[src/verilog/pom_defines.svh]
// constants of the remappable pin output multiplexer
// assumes a 32-bit APB slave port with word-aligned registers
`ifndef POM_DEFINES_SVH
`define POM_DEFINES_SVH
`define POM_NUM_PINS 47
`define POM_NUM_REGS 24
`define POM_SEL_W 4
`define POM_NUM_CODES 16
`define POM_MAP_W 8
`define POM_ADDR_W 12
`define POM_DATA_W 32
`define POM_MAP_BASE 12'h000
`define POM_MAP_LAST 12'h05C
`define POM_CTRL_OFF 12'h060
`define POM_STAT_OFF 12'h064
`define POM_LOCK_BIT 0
`define POM_REFUSED_BIT 0
`define POM_EVEN_LO 0
`define POM_ODD_LO 4
`define POM_MAP_RESET 8'h00
`define POM_WORD_RESET 32'h0000_0000
`define POM_SEL_NONE 4'h0
`define POM_VALID_G0 16'h6FFE
`define POM_VALID_G1 16'h67FE
`define POM_VALID_G2 16'h67FE
`define POM_VALID_G3 16'h63FE
`endif

[src/verilog/pom_pkg.sv]
// types shared by the pin output multiplexer files
// assumes pom_defines.svh sits on the include path
`include "pom_defines.svh"
package pom_pkg;
  typedef enum logic [1:0] {
    POM_GRP_4N0 = 2'b00,
    POM_GRP_4N1 = 2'b01,
    POM_GRP_4N2 = 2'b10,
    POM_GRP_4N3 = 2'b11
  } pom_group_t;
  typedef struct packed {
    logic lock;
    logic refused;
    logic rd_map;
    logic [`POM_DATA_W-1:0] prdata;
    logic [`POM_NUM_PINS-1:0] pin_out;
    logic [`POM_NUM_PINS-1:0] pin_drive;
  } pom_top_state_t;
endpackage

[src/verilog/pom_map_regs.sv]
// selector storage: one byte per pin pair, registered read port
// assumes write and read requests come from logic on the same clock
`timescale 1ns/10ps
`include "pom_defines.svh"
module pom_map_regs #(
  parameter int NREGS = `POM_NUM_REGS,
  parameter int W = `POM_MAP_W,
  parameter int IDX_W = 5
) (
  // clock and reset
  input wire logic pclk,
  input wire logic presetn,
  // write port
  input wire logic wr_en,
  input wire logic [IDX_W-1:0] wr_idx,
  input wire logic [W-1:0] wr_data,
  // read port
  input wire logic [IDX_W-1:0] rd_idx,
  output logic [W-1:0] rd_data,
  // every selector at once, for the pin muxes
  output logic [NREGS-1:0][W-1:0] all_q
);
  typedef struct packed {
    logic [NREGS-1:0][W-1:0] mem;
    logic [W-1:0] rd;
  } pom_mem_state_t;
  pom_mem_state_t st_reg;
  pom_mem_state_t st_next;
  // the last pin stands alone, so its high nibble is unimplemented
  localparam logic [W-1:0] LAST_MASK = {{(W/2){1'b0}}, {(W/2){1'b1}}};

  always_comb begin
    st_next = st_reg;
    if (wr_en && (int'(wr_idx) < NREGS)) begin
      st_next.mem[wr_idx] = (int'(wr_idx) == NREGS - 1) ? (wr_data & LAST_MASK) : wr_data;
    end
    st_next.rd = (int'(rd_idx) < NREGS) ? st_reg.mem[rd_idx] : '0;
  end

  always_ff @(posedge pclk or negedge presetn) begin
    if (!presetn) begin
      st_reg <= '0;
    end else begin
      st_reg <= st_next;
    end
  end

  assign rd_data = st_reg.rd;
  assign all_q = st_reg.mem;
endmodule // pom_map_regs

[src/verilog/pom_group_mux.sv]
// one pin's source selector within its group's choice list
// assumes src holds zero at unused, reserved and null codes
`timescale 1ns/10ps
`include "pom_defines.svh"
module pom_group_mux #(
  parameter pom_pkg::pom_group_t GROUP = pom_pkg::POM_GRP_4N0
) (
  // selector and the group's sources
  input wire logic [`POM_SEL_W-1:0] sel,
  input wire logic [`POM_NUM_CODES-1:0] src,
  // routed level and whether a source is connected
  output logic out,
  output logic mapped
);
  localparam logic [`POM_NUM_CODES-1:0] VALID =
    (GROUP == pom_pkg::POM_GRP_4N0) ? `POM_VALID_G0 :
    (GROUP == pom_pkg::POM_GRP_4N1) ? `POM_VALID_G1 :
    (GROUP == pom_pkg::POM_GRP_4N2) ? `POM_VALID_G2 : `POM_VALID_G3;

  assign mapped = VALID[sel];
  assign out = src[sel] & VALID[sel];
endmodule // pom_group_mux

[src/verilog/pom_top.sv]
// remappable pin output multiplexer with its APB register file
// assumes peripheral outputs are synchronous to pclk; pins driven from flops
//
// Operation
// - bits 7-4 select odd pin's source
// - bits 3-0 select even pin's source
// - map writes ignored while write lock set
// - selector routes at most one named source
// - group 4n code list
// - group 4n+1 code list
// - group 4n+2 list; last pin low nibble
// - group 4n+3 code list
// - map registers reset to zero
// - code zero connects nothing
// - sources reach only their group's pins
//
// The APB interface to the registers and the address map were decided locally.
`timescale 1ns/10ps
`include "pom_defines.svh"
module pom_top (
  // clock and reset
  input wire logic pclk,
  input wire logic presetn,
  // apb slave
  input wire logic psel,
  input wire logic penable,
  input wire logic pwrite,
  input wire logic [`POM_ADDR_W-1:0] paddr,
  input wire logic [`POM_DATA_W-1:0] pwdata,
  input wire logic [3:0] pstrb,
  output logic [`POM_DATA_W-1:0] prdata,
  output logic pready,
  output logic pslverr,
  // group 4n peripheral outputs
  input wire logic uart2_baud_clock_out,
  input wire logic uart3_rx_data_sync,
  input wire logic uart4_rx_data_sync,
  input wire logic spi2_data_out,
  input wire logic enhanced_pwm1_d,
  input wire logic enhanced_pwm2_d,
  input wire logic enhanced_pwm3_b,
  input wire logic charge_time_pulse,
  input wire logic capture_compare_5,
  input wire logic capture_compare_8,
  input wire logic comparator1_out,
  input wire logic virtual_remap_0,
  input wire logic virtual_remap_4,
  // group 4n+1 peripheral outputs
  input wire logic uart1_baud_clock_out,
  input wire logic uart3_tx_clock,
  input wire logic uart4_tx_clock,
  input wire logic spi1_data_out,
  input wire logic enhanced_pwm1_c,
  input wire logic enhanced_pwm2_c,
  input wire logic enhanced_pwm3_c,
  input wire logic capture_compare_7,
  input wire logic capture_compare_9,
  input wire logic comparator2_out,
  input wire logic virtual_remap_1,
  input wire logic virtual_remap_5,
  // group 4n+2 peripheral outputs
  input wire logic uart1_tx_clock,
  input wire logic uart2_rx_data_sync,
  input wire logic uart3_baud_clock_out,
  input wire logic uart4_baud_clock_out,
  input wire logic spi2_clock_out,
  input wire logic enhanced_pwm1_b,
  input wire logic enhanced_pwm2_b,
  input wire logic enhanced_pwm3_a,
  input wire logic capture_compare_6,
  input wire logic capture_compare_10,
  input wire logic virtual_remap_2,
  input wire logic virtual_remap_6,
  // group 4n+3 peripheral outputs
  input wire logic uart1_rx_data_sync,
  input wire logic uart2_tx_clock,
  input wire logic spi1_clock_out,
  input wire logic enhanced_pwm1_a,
  input wire logic enhanced_pwm2_a,
  input wire logic enhanced_pwm3_d,
  input wire logic modulator_out,
  input wire logic capture_compare_4,
  input wire logic comparator3_out,
  input wire logic virtual_remap_3,
  input wire logic virtual_remap_7,
  // remappable pins
  output logic [`POM_NUM_PINS-1:0] remappable_pin_out,
  output logic [`POM_NUM_PINS-1:0] remappable_pin_drive,
  // lock state for the rest of the chip
  output logic map_write_lock
);
  localparam int IDX_W = 5;

  pom_pkg::pom_top_state_t st_reg;
  pom_pkg::pom_top_state_t st_next;

  logic [`POM_NUM_CODES-1:0] src_g0;
  logic [`POM_NUM_CODES-1:0] src_g1;
  logic [`POM_NUM_CODES-1:0] src_g2;
  logic [`POM_NUM_CODES-1:0] src_g3;
  logic [`POM_NUM_REGS-1:0][`POM_MAP_W-1:0] map_q;
  logic [`POM_MAP_W-1:0] map_rd;
  logic [`POM_NUM_PINS-1:0] mux_out;
  logic [`POM_NUM_PINS-1:0] mux_mapped;

  logic setup_ph;
  logic access_ph;
  logic hit_map;
  logic hit_ctrl;
  logic hit_stat;
  logic hit_none;
  logic map_wr_req;
  logic map_wr_en;
  logic refuse_evt;
  logic refuse_clr;
  logic [IDX_W-1:0] word_idx;

  // source lists, index is the selector code; null, unused and reserved
  // codes carry a constant zero so nothing leaks onto the pin
  assign src_g0 = {
    1'b0,                 // reserved
    virtual_remap_4,
    virtual_remap_0,
    1'b0,                 // unused
    comparator1_out,
    capture_compare_8,
    capture_compare_5,
    charge_time_pulse,
    enhanced_pwm3_b,
    enhanced_pwm2_d,
    enhanced_pwm1_d,
    spi2_data_out,
    uart4_rx_data_sync,
    uart3_rx_data_sync,
    uart2_baud_clock_out,
    1'b0                  // disconnected
  };
  assign src_g1 = {
    1'b0,                 // reserved
    virtual_remap_5,
    virtual_remap_1,
    1'b0,                 // unused
    1'b0,                 // unused
    comparator2_out,
    capture_compare_9,
    capture_compare_7,
    enhanced_pwm3_c,
    enhanced_pwm2_c,
    enhanced_pwm1_c,
    spi1_data_out,
    uart4_tx_clock,
    uart3_tx_clock,
    uart1_baud_clock_out,
    1'b0                  // disconnected
  };
  assign src_g2 = {
    1'b0,                 // reserved
    virtual_remap_6,
    virtual_remap_2,
    1'b0,                 // unused
    1'b0,                 // unused
    capture_compare_10,
    capture_compare_6,
    enhanced_pwm3_a,
    enhanced_pwm2_b,
    enhanced_pwm1_b,
    spi2_clock_out,
    uart4_baud_clock_out,
    uart3_baud_clock_out,
    uart2_rx_data_sync,
    uart1_tx_clock,
    1'b0                  // disconnected
  };
  assign src_g3 = {
    1'b0,                 // reserved
    virtual_remap_7,
    virtual_remap_3,
    1'b0,                 // unused
    1'b0,                 // unused
    1'b0,                 // unused
    comparator3_out,
    capture_compare_4,
    modulator_out,
    enhanced_pwm3_d,
    enhanced_pwm2_a,
    enhanced_pwm1_a,
    spi1_clock_out,
    uart2_tx_clock,
    uart1_rx_data_sync,
    1'b0                  // disconnected
  };

  // apb phase and address decode
  assign setup_ph = psel && !penable;
  assign access_ph = psel && penable;
  assign word_idx = paddr[IDX_W+1:2];

  always_comb begin
    hit_map = 1'b0;
    hit_ctrl = 1'b0;
    hit_stat = 1'b0;
    hit_none = 1'b0;
    if (paddr[1:0] != 2'h0) begin
      hit_none = 1'b1;
    end else if (paddr <= `POM_MAP_LAST) begin
      hit_map = 1'b1;
    end else if (paddr == `POM_CTRL_OFF) begin
      hit_ctrl = 1'b1;
    end else if (paddr == `POM_STAT_OFF) begin
      hit_stat = 1'b1;
    end else begin
      hit_none = 1'b1;
    end
  end

  // a locked map write completes on the bus, leaves the map unchanged and sets the refused flag
  assign map_wr_req = access_ph && pwrite && hit_map && pstrb[0];
  assign map_wr_en = map_wr_req && !st_reg.lock;
  assign refuse_evt = map_wr_req && st_reg.lock;
  assign refuse_clr = access_ph && pwrite && hit_stat && pstrb[0] &&
    pwdata[`POM_REFUSED_BIT];

  // register k holds pins 2k (low nibble) and 2k+1 (high nibble)
  pom_map_regs #(
    .NREGS(`POM_NUM_REGS),
    .W(`POM_MAP_W),
    .IDX_W(IDX_W)
  ) u_map_regs (
    .pclk(pclk),
    .presetn(presetn),
    .wr_en(map_wr_en),
    .wr_idx(word_idx),
    .wr_data(pwdata[`POM_MAP_W-1:0]),
    .rd_idx(word_idx),
    .rd_data(map_rd),
    .all_q(map_q)
  );

  // one mux per pin, fed only by the list of the pin's own group
  for (genvar p = 0; p < `POM_NUM_PINS; p++) begin : g_pin
    localparam pom_pkg::pom_group_t GRP = pom_pkg::pom_group_t'(p % 4);
    localparam int NIB = (p % 2 == 1) ? `POM_ODD_LO : `POM_EVEN_LO;
    logic [`POM_NUM_CODES-1:0] src;
    logic [`POM_SEL_W-1:0] sel;
    assign src = (GRP == pom_pkg::POM_GRP_4N0) ? src_g0 :
      (GRP == pom_pkg::POM_GRP_4N1) ? src_g1 :
      (GRP == pom_pkg::POM_GRP_4N2) ? src_g2 : src_g3;
    assign sel = map_q[p/2][NIB +: `POM_SEL_W];
    pom_group_mux #(
      .GROUP(GRP)
    ) u_mux (
      .sel(sel),
      .src(src),
      .out(mux_out[p]),
      .mapped(mux_mapped[p])
    );
  end

  always_comb begin
    st_next = st_reg;
    // control register: lock bit
    if (access_ph && pwrite && hit_ctrl && pstrb[0]) begin
      st_next.lock = pwdata[`POM_LOCK_BIT];
    end
    // refused-write flag: a new refusal beats a clear in the same cycle
    st_next.refused = (st_reg.refused && !refuse_clr) || refuse_evt;
    // read data is prepared in the setup cycle so prdata comes from flops
    if (setup_ph) begin
      st_next.rd_map = hit_map;
      st_next.prdata = `POM_WORD_RESET;
      if (hit_ctrl) begin
        st_next.prdata[`POM_LOCK_BIT] = st_reg.lock;
      end else if (hit_stat) begin
        st_next.prdata[`POM_REFUSED_BIT] = st_reg.refused;
      end
    end
    // pins follow the selectors one clock later
    st_next.pin_out = mux_out;
    st_next.pin_drive = mux_mapped;
  end

  always_ff @(posedge pclk or negedge presetn) begin
    if (!presetn) begin
      st_reg <= '0;
    end else begin
      st_reg <= st_next;
    end
  end

  // zero wait states; bad addresses answer with an error and read zero
  assign pready = 1'b1;
  assign pslverr = access_ph && hit_none;
  assign prdata = st_reg.rd_map ? {{(`POM_DATA_W-`POM_MAP_W){1'b0}}, map_rd} : st_reg.prdata;
  assign remappable_pin_out = st_reg.pin_out;
  assign remappable_pin_drive = st_reg.pin_drive;
  assign map_write_lock = st_reg.lock;
endmodule // pom_top

[config.mk]
export PLATFORM = sky130hd
export DESIGN_NAME = pom_top
export DESIGN_NICKNAME = d
export VERILOG_FILES = /design/src/verilog/pom_pkg.sv /design/src/verilog/pom_map_regs.sv /design/src/verilog/pom_group_mux.sv /design/src/verilog/pom_top.sv
export VERILOG_INCLUDE_DIRS = /design/src /design/src/verilog
export SDC_FILE = /design/constraint.sdc
export NUM_CORES = 1
export LEC_CHECK = 0
export ABC_AREA = 1
export CORE_MARGIN = 2
export CORE_UTILIZATION = 40
export CTS_BUF_LIST = sky130_fd_sc_hd__clkbuf_8
export DETAILED_ROUTE_END_ITERATION = 10
export DONT_BUFFER_PORTS = 1
export PLACE_DENSITY_LB_ADDON = 0.15
export SYNTH_ARGS = -nofsm -noshare
export SYNTH_HDL_FRONTEND = slang
export SYNTH_SLANG_ARGS = --single-unit
[constraint.sdc]
create_clock -name pclk -period 2 [get_ports pclk]
set_clock_uncertainty 0.2 [all_clocks]
set_input_delay 0.4 -clock pclk [delete_from_list [all_inputs] [get_ports pclk]]
set_output_delay 0.4 -clock pclk [all_outputs]
set_load 0.1 [all_outputs]
== Word-level counts from Yosys, hierarchy flattened ==
Memories as Yosys holds them, arrays and structs flattened.
Cells that the tools add are included.

* $lt $le $gt $ge: 51
* Eq/ne operators: 3
* Mux-type cells: 164
* Bitwise logic cells: 47
* Reduce and logical (&&, ||, !) cells: 21

{| class="wikitable"
|+ Operators by type and width
! cell !! number
|-
| 4-bit by 5-bit < comparator with 1-bit output (second input constant) || 47
|-
| 192-bit bitwise mux || 1
|-
| 1-bit binary-select mux with 4-bit select || 47
|-
| 1-bit two-way mux || 109
|-
| 1-bit bitwise AND || 47
|-
| 8-bit binary-select mux with 5-bit select || 1
|-
| 8-bit demux with 5-bit select || 1
|-
| 8-bit two-way mux || 5
|-
| 12-bit by 7-bit equality test with 1-bit output (second input constant) || 2
|-
| 1-bit logical AND || 16
|-
| 12-bit by 7-bit <= comparator with 1-bit output (second input constant) || 1
|-
| 5-bit by 6-bit < comparator with 1-bit output (second input constant) || 1
|-
| 5-bit equality test (second input constant) || 1
|-
| 5-bit by 1-bit greater-or-equal comparator with 1-bit output (second input constant) || 1
|-
| 5-bit < comparator (second input constant) || 1
|-
| 1-bit zero test || 3
|-
| 2-bit nonzero test || 1
|-
| 1-bit logical OR || 1
|}

* Flip-flop bits (word level): 298
* ROM bits: 752
* Output and inout bits: 129
* Word-level logic and storage cells: 364
* Memories: 47

{| class="wikitable"
|+ Memories
! name !! words !! width !! read ports !! clocked after memory_dff !! wr ports !! RTL line !! source
|-
| (name not given) || 16 || 1 || 1 || 0 || 0 || pom_group_mux.sv:20 || <nowiki>assign mapped = VALID[sel];</nowiki>
|-
| (name not given) || 16 || 1 || 1 || 0 || 0 || pom_group_mux.sv:20 ||
|-
| (name not given) || 16 || 1 || 1 || 0 || 0 || pom_group_mux.sv:20 ||
|-
| (name not given) || 16 || 1 || 1 || 0 || 0 || pom_group_mux.sv:20 ||
|-
| (name not given) || 16 || 1 || 1 || 0 || 0 || pom_group_mux.sv:20 ||
|-
| (name not given) || 16 || 1 || 1 || 0 || 0 || pom_group_mux.sv:20 ||
|-
| +41 memories || - || - || - || - || - || - ||
|}

== Logic depth before layout (Yosys ltp) ==
* Word-level depth: 11
* Mapped depth: 12
* Mapped depth without buffers: 9

== Cells and area by module ==
Synthesis repeated with hierarchy kept, for this count alone.

* Cells, all modules: 4161
* Area, all modules: 25723.4 um^2

{| class="wikitable"
|+ By module, submodules not included
! module !! instances !! cells an instance !! area an instance (um^2)
|-
| pom_map_regs || 1 || 1229 || 9481.6
|-
| pom_group_mux at g_pin[10].u_mux ... || 24 || 58 || 276.5
|-
| pom_top || 1 || 285 || 3652.3
|-
| pom_group_mux at g_pin[11].u_mux ... || 11 || 53 || 255.2
|-
| pom_group_mux at g_pin[32].u_mux ... || 6 || 56 || 269.0
|-
| pom_group_mux at g_pin[0].u_mux ... || 6 || 56 || 255.2
|}

== Worst setup path after synthesis ==
OpenSTA, ideal clock, no wires.

* Path kind: input -> output
* Start point: input port paddr[3]
* End point: output port pslverr
* Arrival time: 3.343 ns
* Data required time: 1.400 ns
* Setup slack: -1.943 ns
* Stages: 6
* Path through: clkinv_1 > nand2_1 > clkinv_1 > nand2_1 > nor3_1 > nor3b_1

* Longest elaborated chain between the ends: 6

{| class="wikitable"
|+ RTL lines
! element !! RTL line !! source
|-
| start: declaration || pom_top.sv:28 || <nowiki>input wire logic [`POM_ADDR_W-1:0] paddr,</nowiki>
|-
| parallel branches: the longest is 3 deep, another holds 12-bit by 7-bit <= comparator with 1-bit output || - ||
|-
| 1-bit two-way mux * || pom_top.sv:205 || <nowiki>end else if (paddr <= `POM_MAP_LAST) begin</nowiki>
|-
| 1-bit two-way mux * || pom_top.sv:203 || <nowiki>if (paddr[1:0] != 2'h0) begin</nowiki>
|-
| 1-bit logical AND * || pom_top.sv:292 || <nowiki>assign pslverr = access_ph && hit_none;</nowiki>
|-
| end: declaration || pom_top.sv:33 || <nowiki>output logic pslverr,</nowiki>
|}

Every way passes the cells marked *.

== Final worst setup path ==
* Start point: register st_reg[126] (netlist bit)
* End point: output port prdata[0]

* Longest elaborated chain between the ends: 1

{| class="wikitable"
|+ RTL lines
! element !! RTL line !! source
|-
| start: declaration || pom_top.sv:94 || <nowiki>pom_pkg::pom_top_state_t st_reg;</nowiki>
|-
| start signal: assignment || pom_top.sv:286 || <nowiki>st_reg <= st_next;</nowiki>
|-
| 8-bit two-way mux || pom_top.sv:293 || <nowiki>assign prdata = st_reg.rd_map ? {{(`POM_DATA_W-`POM_MAP_W){1'b0}}, map_rd} : st_reg.prdata;</nowiki>
|-
| end: declaration || pom_top.sv:31 || <nowiki>output logic [`POM_DATA_W-1:0] prdata,</nowiki>
|}

No other way between the ends.

==> reports/metrics.cfg <==
[placement]
place_hpwl_um=58800
placed_area_um2=23700
globalplace.congestion=0.943
port_buffers=0

[logic_synthesis]
async_flop_share_pct=100
yosysSeqAreaShare_pct=33.8
ys.flop_type=dfrtp_1
yosysUniqueCellTypes=28
synth_top_area_cell=dfrtp_1
synth_area_per_cell_um2=6.29
synth.cells.most_frequent=1437 x nand2_1, 536 x nand3_1, 298 x dfrtp_1, 292 x inv_1, 219 x nor2_1
syn_area_um2=22100
synth_edf_count=0
yosysMostFrequentCell=nand2_1
synth_top_area_share_pct=33.8
synth-seq-cells=298
netlist_top_cells_area=dfrtp_1 34%, nand2_1 24%, nand3_1 12%, inv_1 5.0%, buf_4 4.3%
yosys_warnings=0
postSynthCellCount=3512

[floorplanning]
core_um2=54900
rows=86
io_pins=230
start_util_pct=40.2
dieArea_um2=57100
die_w_um=239
die_h_um=239

[drt]
wl_per_cell_um=19.8
vias=23800
via_per_inst=5.43
drt_iter0_drc=2605
drc=0
wl_um=87000
drt_pass1_iterations=6
ant_nets=0

[clock_tree]
numCtsBuffers=56
root_buffer=clkbuf_8
cts.sinks=298
htreeDepth=2
clock_path_buffers=3
postCtsHoldBufs=72
clk_pin_slew_worst_paths_ns=0.06
clk_latency_ns=0.69
cts_tree=built

[critical_path]
worstReg2RegStart=u_map_regs.all_q[53]
cp-startpoint=st_reg[126]
required_ns=1.40
crit_chain=buf_6 > inv_2 > nand2_1 > nand2_2 > buf_12
cp-end-kind=output port
critPathLaunchType=register
ff2ff_setup_slack_ns=0.07
path_max_fanout=9
cpMaxStageDelayCell=dfrtp_1
worstSetupPathType=register to output port
worstPathArrival_ns=1.58
cpPeakStageDelay_ns=0.37

[timing]
setup_viol=8
final-hold-violation-count=298
slew_viol_final=0
timing.hold.ws_ns=-0.754
slew-limit-headroom_pct=25.5
rsz0062_at_grt=true
layout_setup_ws_ns=-0.176
period_needed_ns=2.18
fmax_ghz=0.460
min_period_over_period_pct=109
max_slew.worst_pin.slew_ns=1.11

[outcome]
violations=hold timing, setup timing
outcome=finished with violations

[global_route]
grt_pass1_vias=21900
antenna_found_initial=0
grt_usage_pct=30.2
gr-total-overflow=0
grt_first_pass_wirelength_um=131000
grt_max_degree=299

[final_layout]
synthToLayoutAreaGrowth_pct=16.6
largest_reg_flops=192
layout.nets=3812
drive_gt1_share_pct=11.7
finish.instance_area_um2=25700
final_core_util_pct=46.9

[power_and_ir_drop]
power.density_nw_per_um2=535
leakage_nw=13.7
peakVddDrop_uv=385

[hold_path]
hold_path_class=primary input to async pin

[job]
maxCapViolations=0

[layout make-up]
cell class | count | area [µm²]
well taps | 704 | 881
diodes | 1 | 2.50
inverters | 317 | 1200
fillers | 5604 | 29100
multi-input cells | 2637 | 12000
repair buffers | 330 | 2990
flip-flops and latches | 298 | 7470
clock inverters | 27 | 220
clock buffers | 69 | 950
[per-layer routing]
layer	vias up	part of all wire (%)	track usage, %
met3	274	9.4	5.33
met1	11100	42	41.1
met4	0	5.1	15.0
met5	-	0	0
met2	1225	44	46.0
li1	11300	-	-
[stage by stage]
| stage | worst slack [ns] | hold slack, ns | TNS [ns] | instances | total power [mW] |
|---|---|---|---|---|---|
| floorplan | -0.272 | -0.0956 | -0.272 | 3535 | 6.92 |
| global placement | -0.0845 | -0.0843 | -1.69 | 4209 | 7.03 |
| detailed placement | -0.108 | -0.0832 | -4.18 | 4209 | 7.05 |
| CTS | -0.227 | -0.807 | -1.27 | 4377 | 13.9 |
| global route | -0.228 | -0.796 | -1.34 | 4382 | 14.2 |
| finish | -0.176 | -0.754 | -0.930 | 4383 | 13.8 |
[cell families after synthesis]
group	share of synthesized area [%]
flops	33.8
other cells	0.0340
buf+inv	12.6
compound gates	6.71
simple gates	42.9
fa+ha+maj	4.02
[report_power, final]
group	switching [mW]	internal [mW]	leakage (nW)	total, mW
clock	2.87	3.60	0.660	6.47
sequential	0.00389	6.04	4.13	6.04
combinational	0.951	0.299	8.95	1.25
total	3.83	9.93	13.7	13.8
[critical path, delay by kind of cell, from the launching register on]
family | cells | cell delay (ns)
buffers and inverters | 3 | 0.39
DFF | 1 | 0.37
and+or+nand+nor | 2 | 0.14
[cells in the final DEF (no fill, tap or decap), drive strengths merged, types with 6 or more instances in the layout]
| master | instances |
|---|---|
| nand2 | 1438 |
| o211ai | 11 |
| a22oi | 10 |
| inv | 308 |
| clkinv | 32 |
| ha | 71 |
| clkbuf | 69 |
| o31ai | 6 |
| dfrtp | 298 |
| dlygate4sd3 | 65 |
| a21oi | 107 |
| conb | 25 |
| o21ai | 139 |
| nand3 | 536 |
| buf | 263 |
| nand4 | 40 |
| nor2 | 243 |
[path summary, 6_finish.rpt]
path,to,cells past startpoint
hold reg to reg,u_map_regs.all_q[189],2
max in group asynchronous,u_map_regs.all_q[181],0
min in group pclk,remappable_pin_out[26],6
setup reg to reg,remappable_pin_out[13],6
setup / recovery,prdata[0],5
hold / removal,remappable_pin_out[21],0
[what timing repair did]
action	4_1_cts	5_1_grt
gates cloned	0	0
endpoints found under the setup margin	8	20
resized for setup	9	17
hold endpoints to repair	525	298
buffers inserted	0	5
Note: power is estimated with default switching activity, not from simulation.
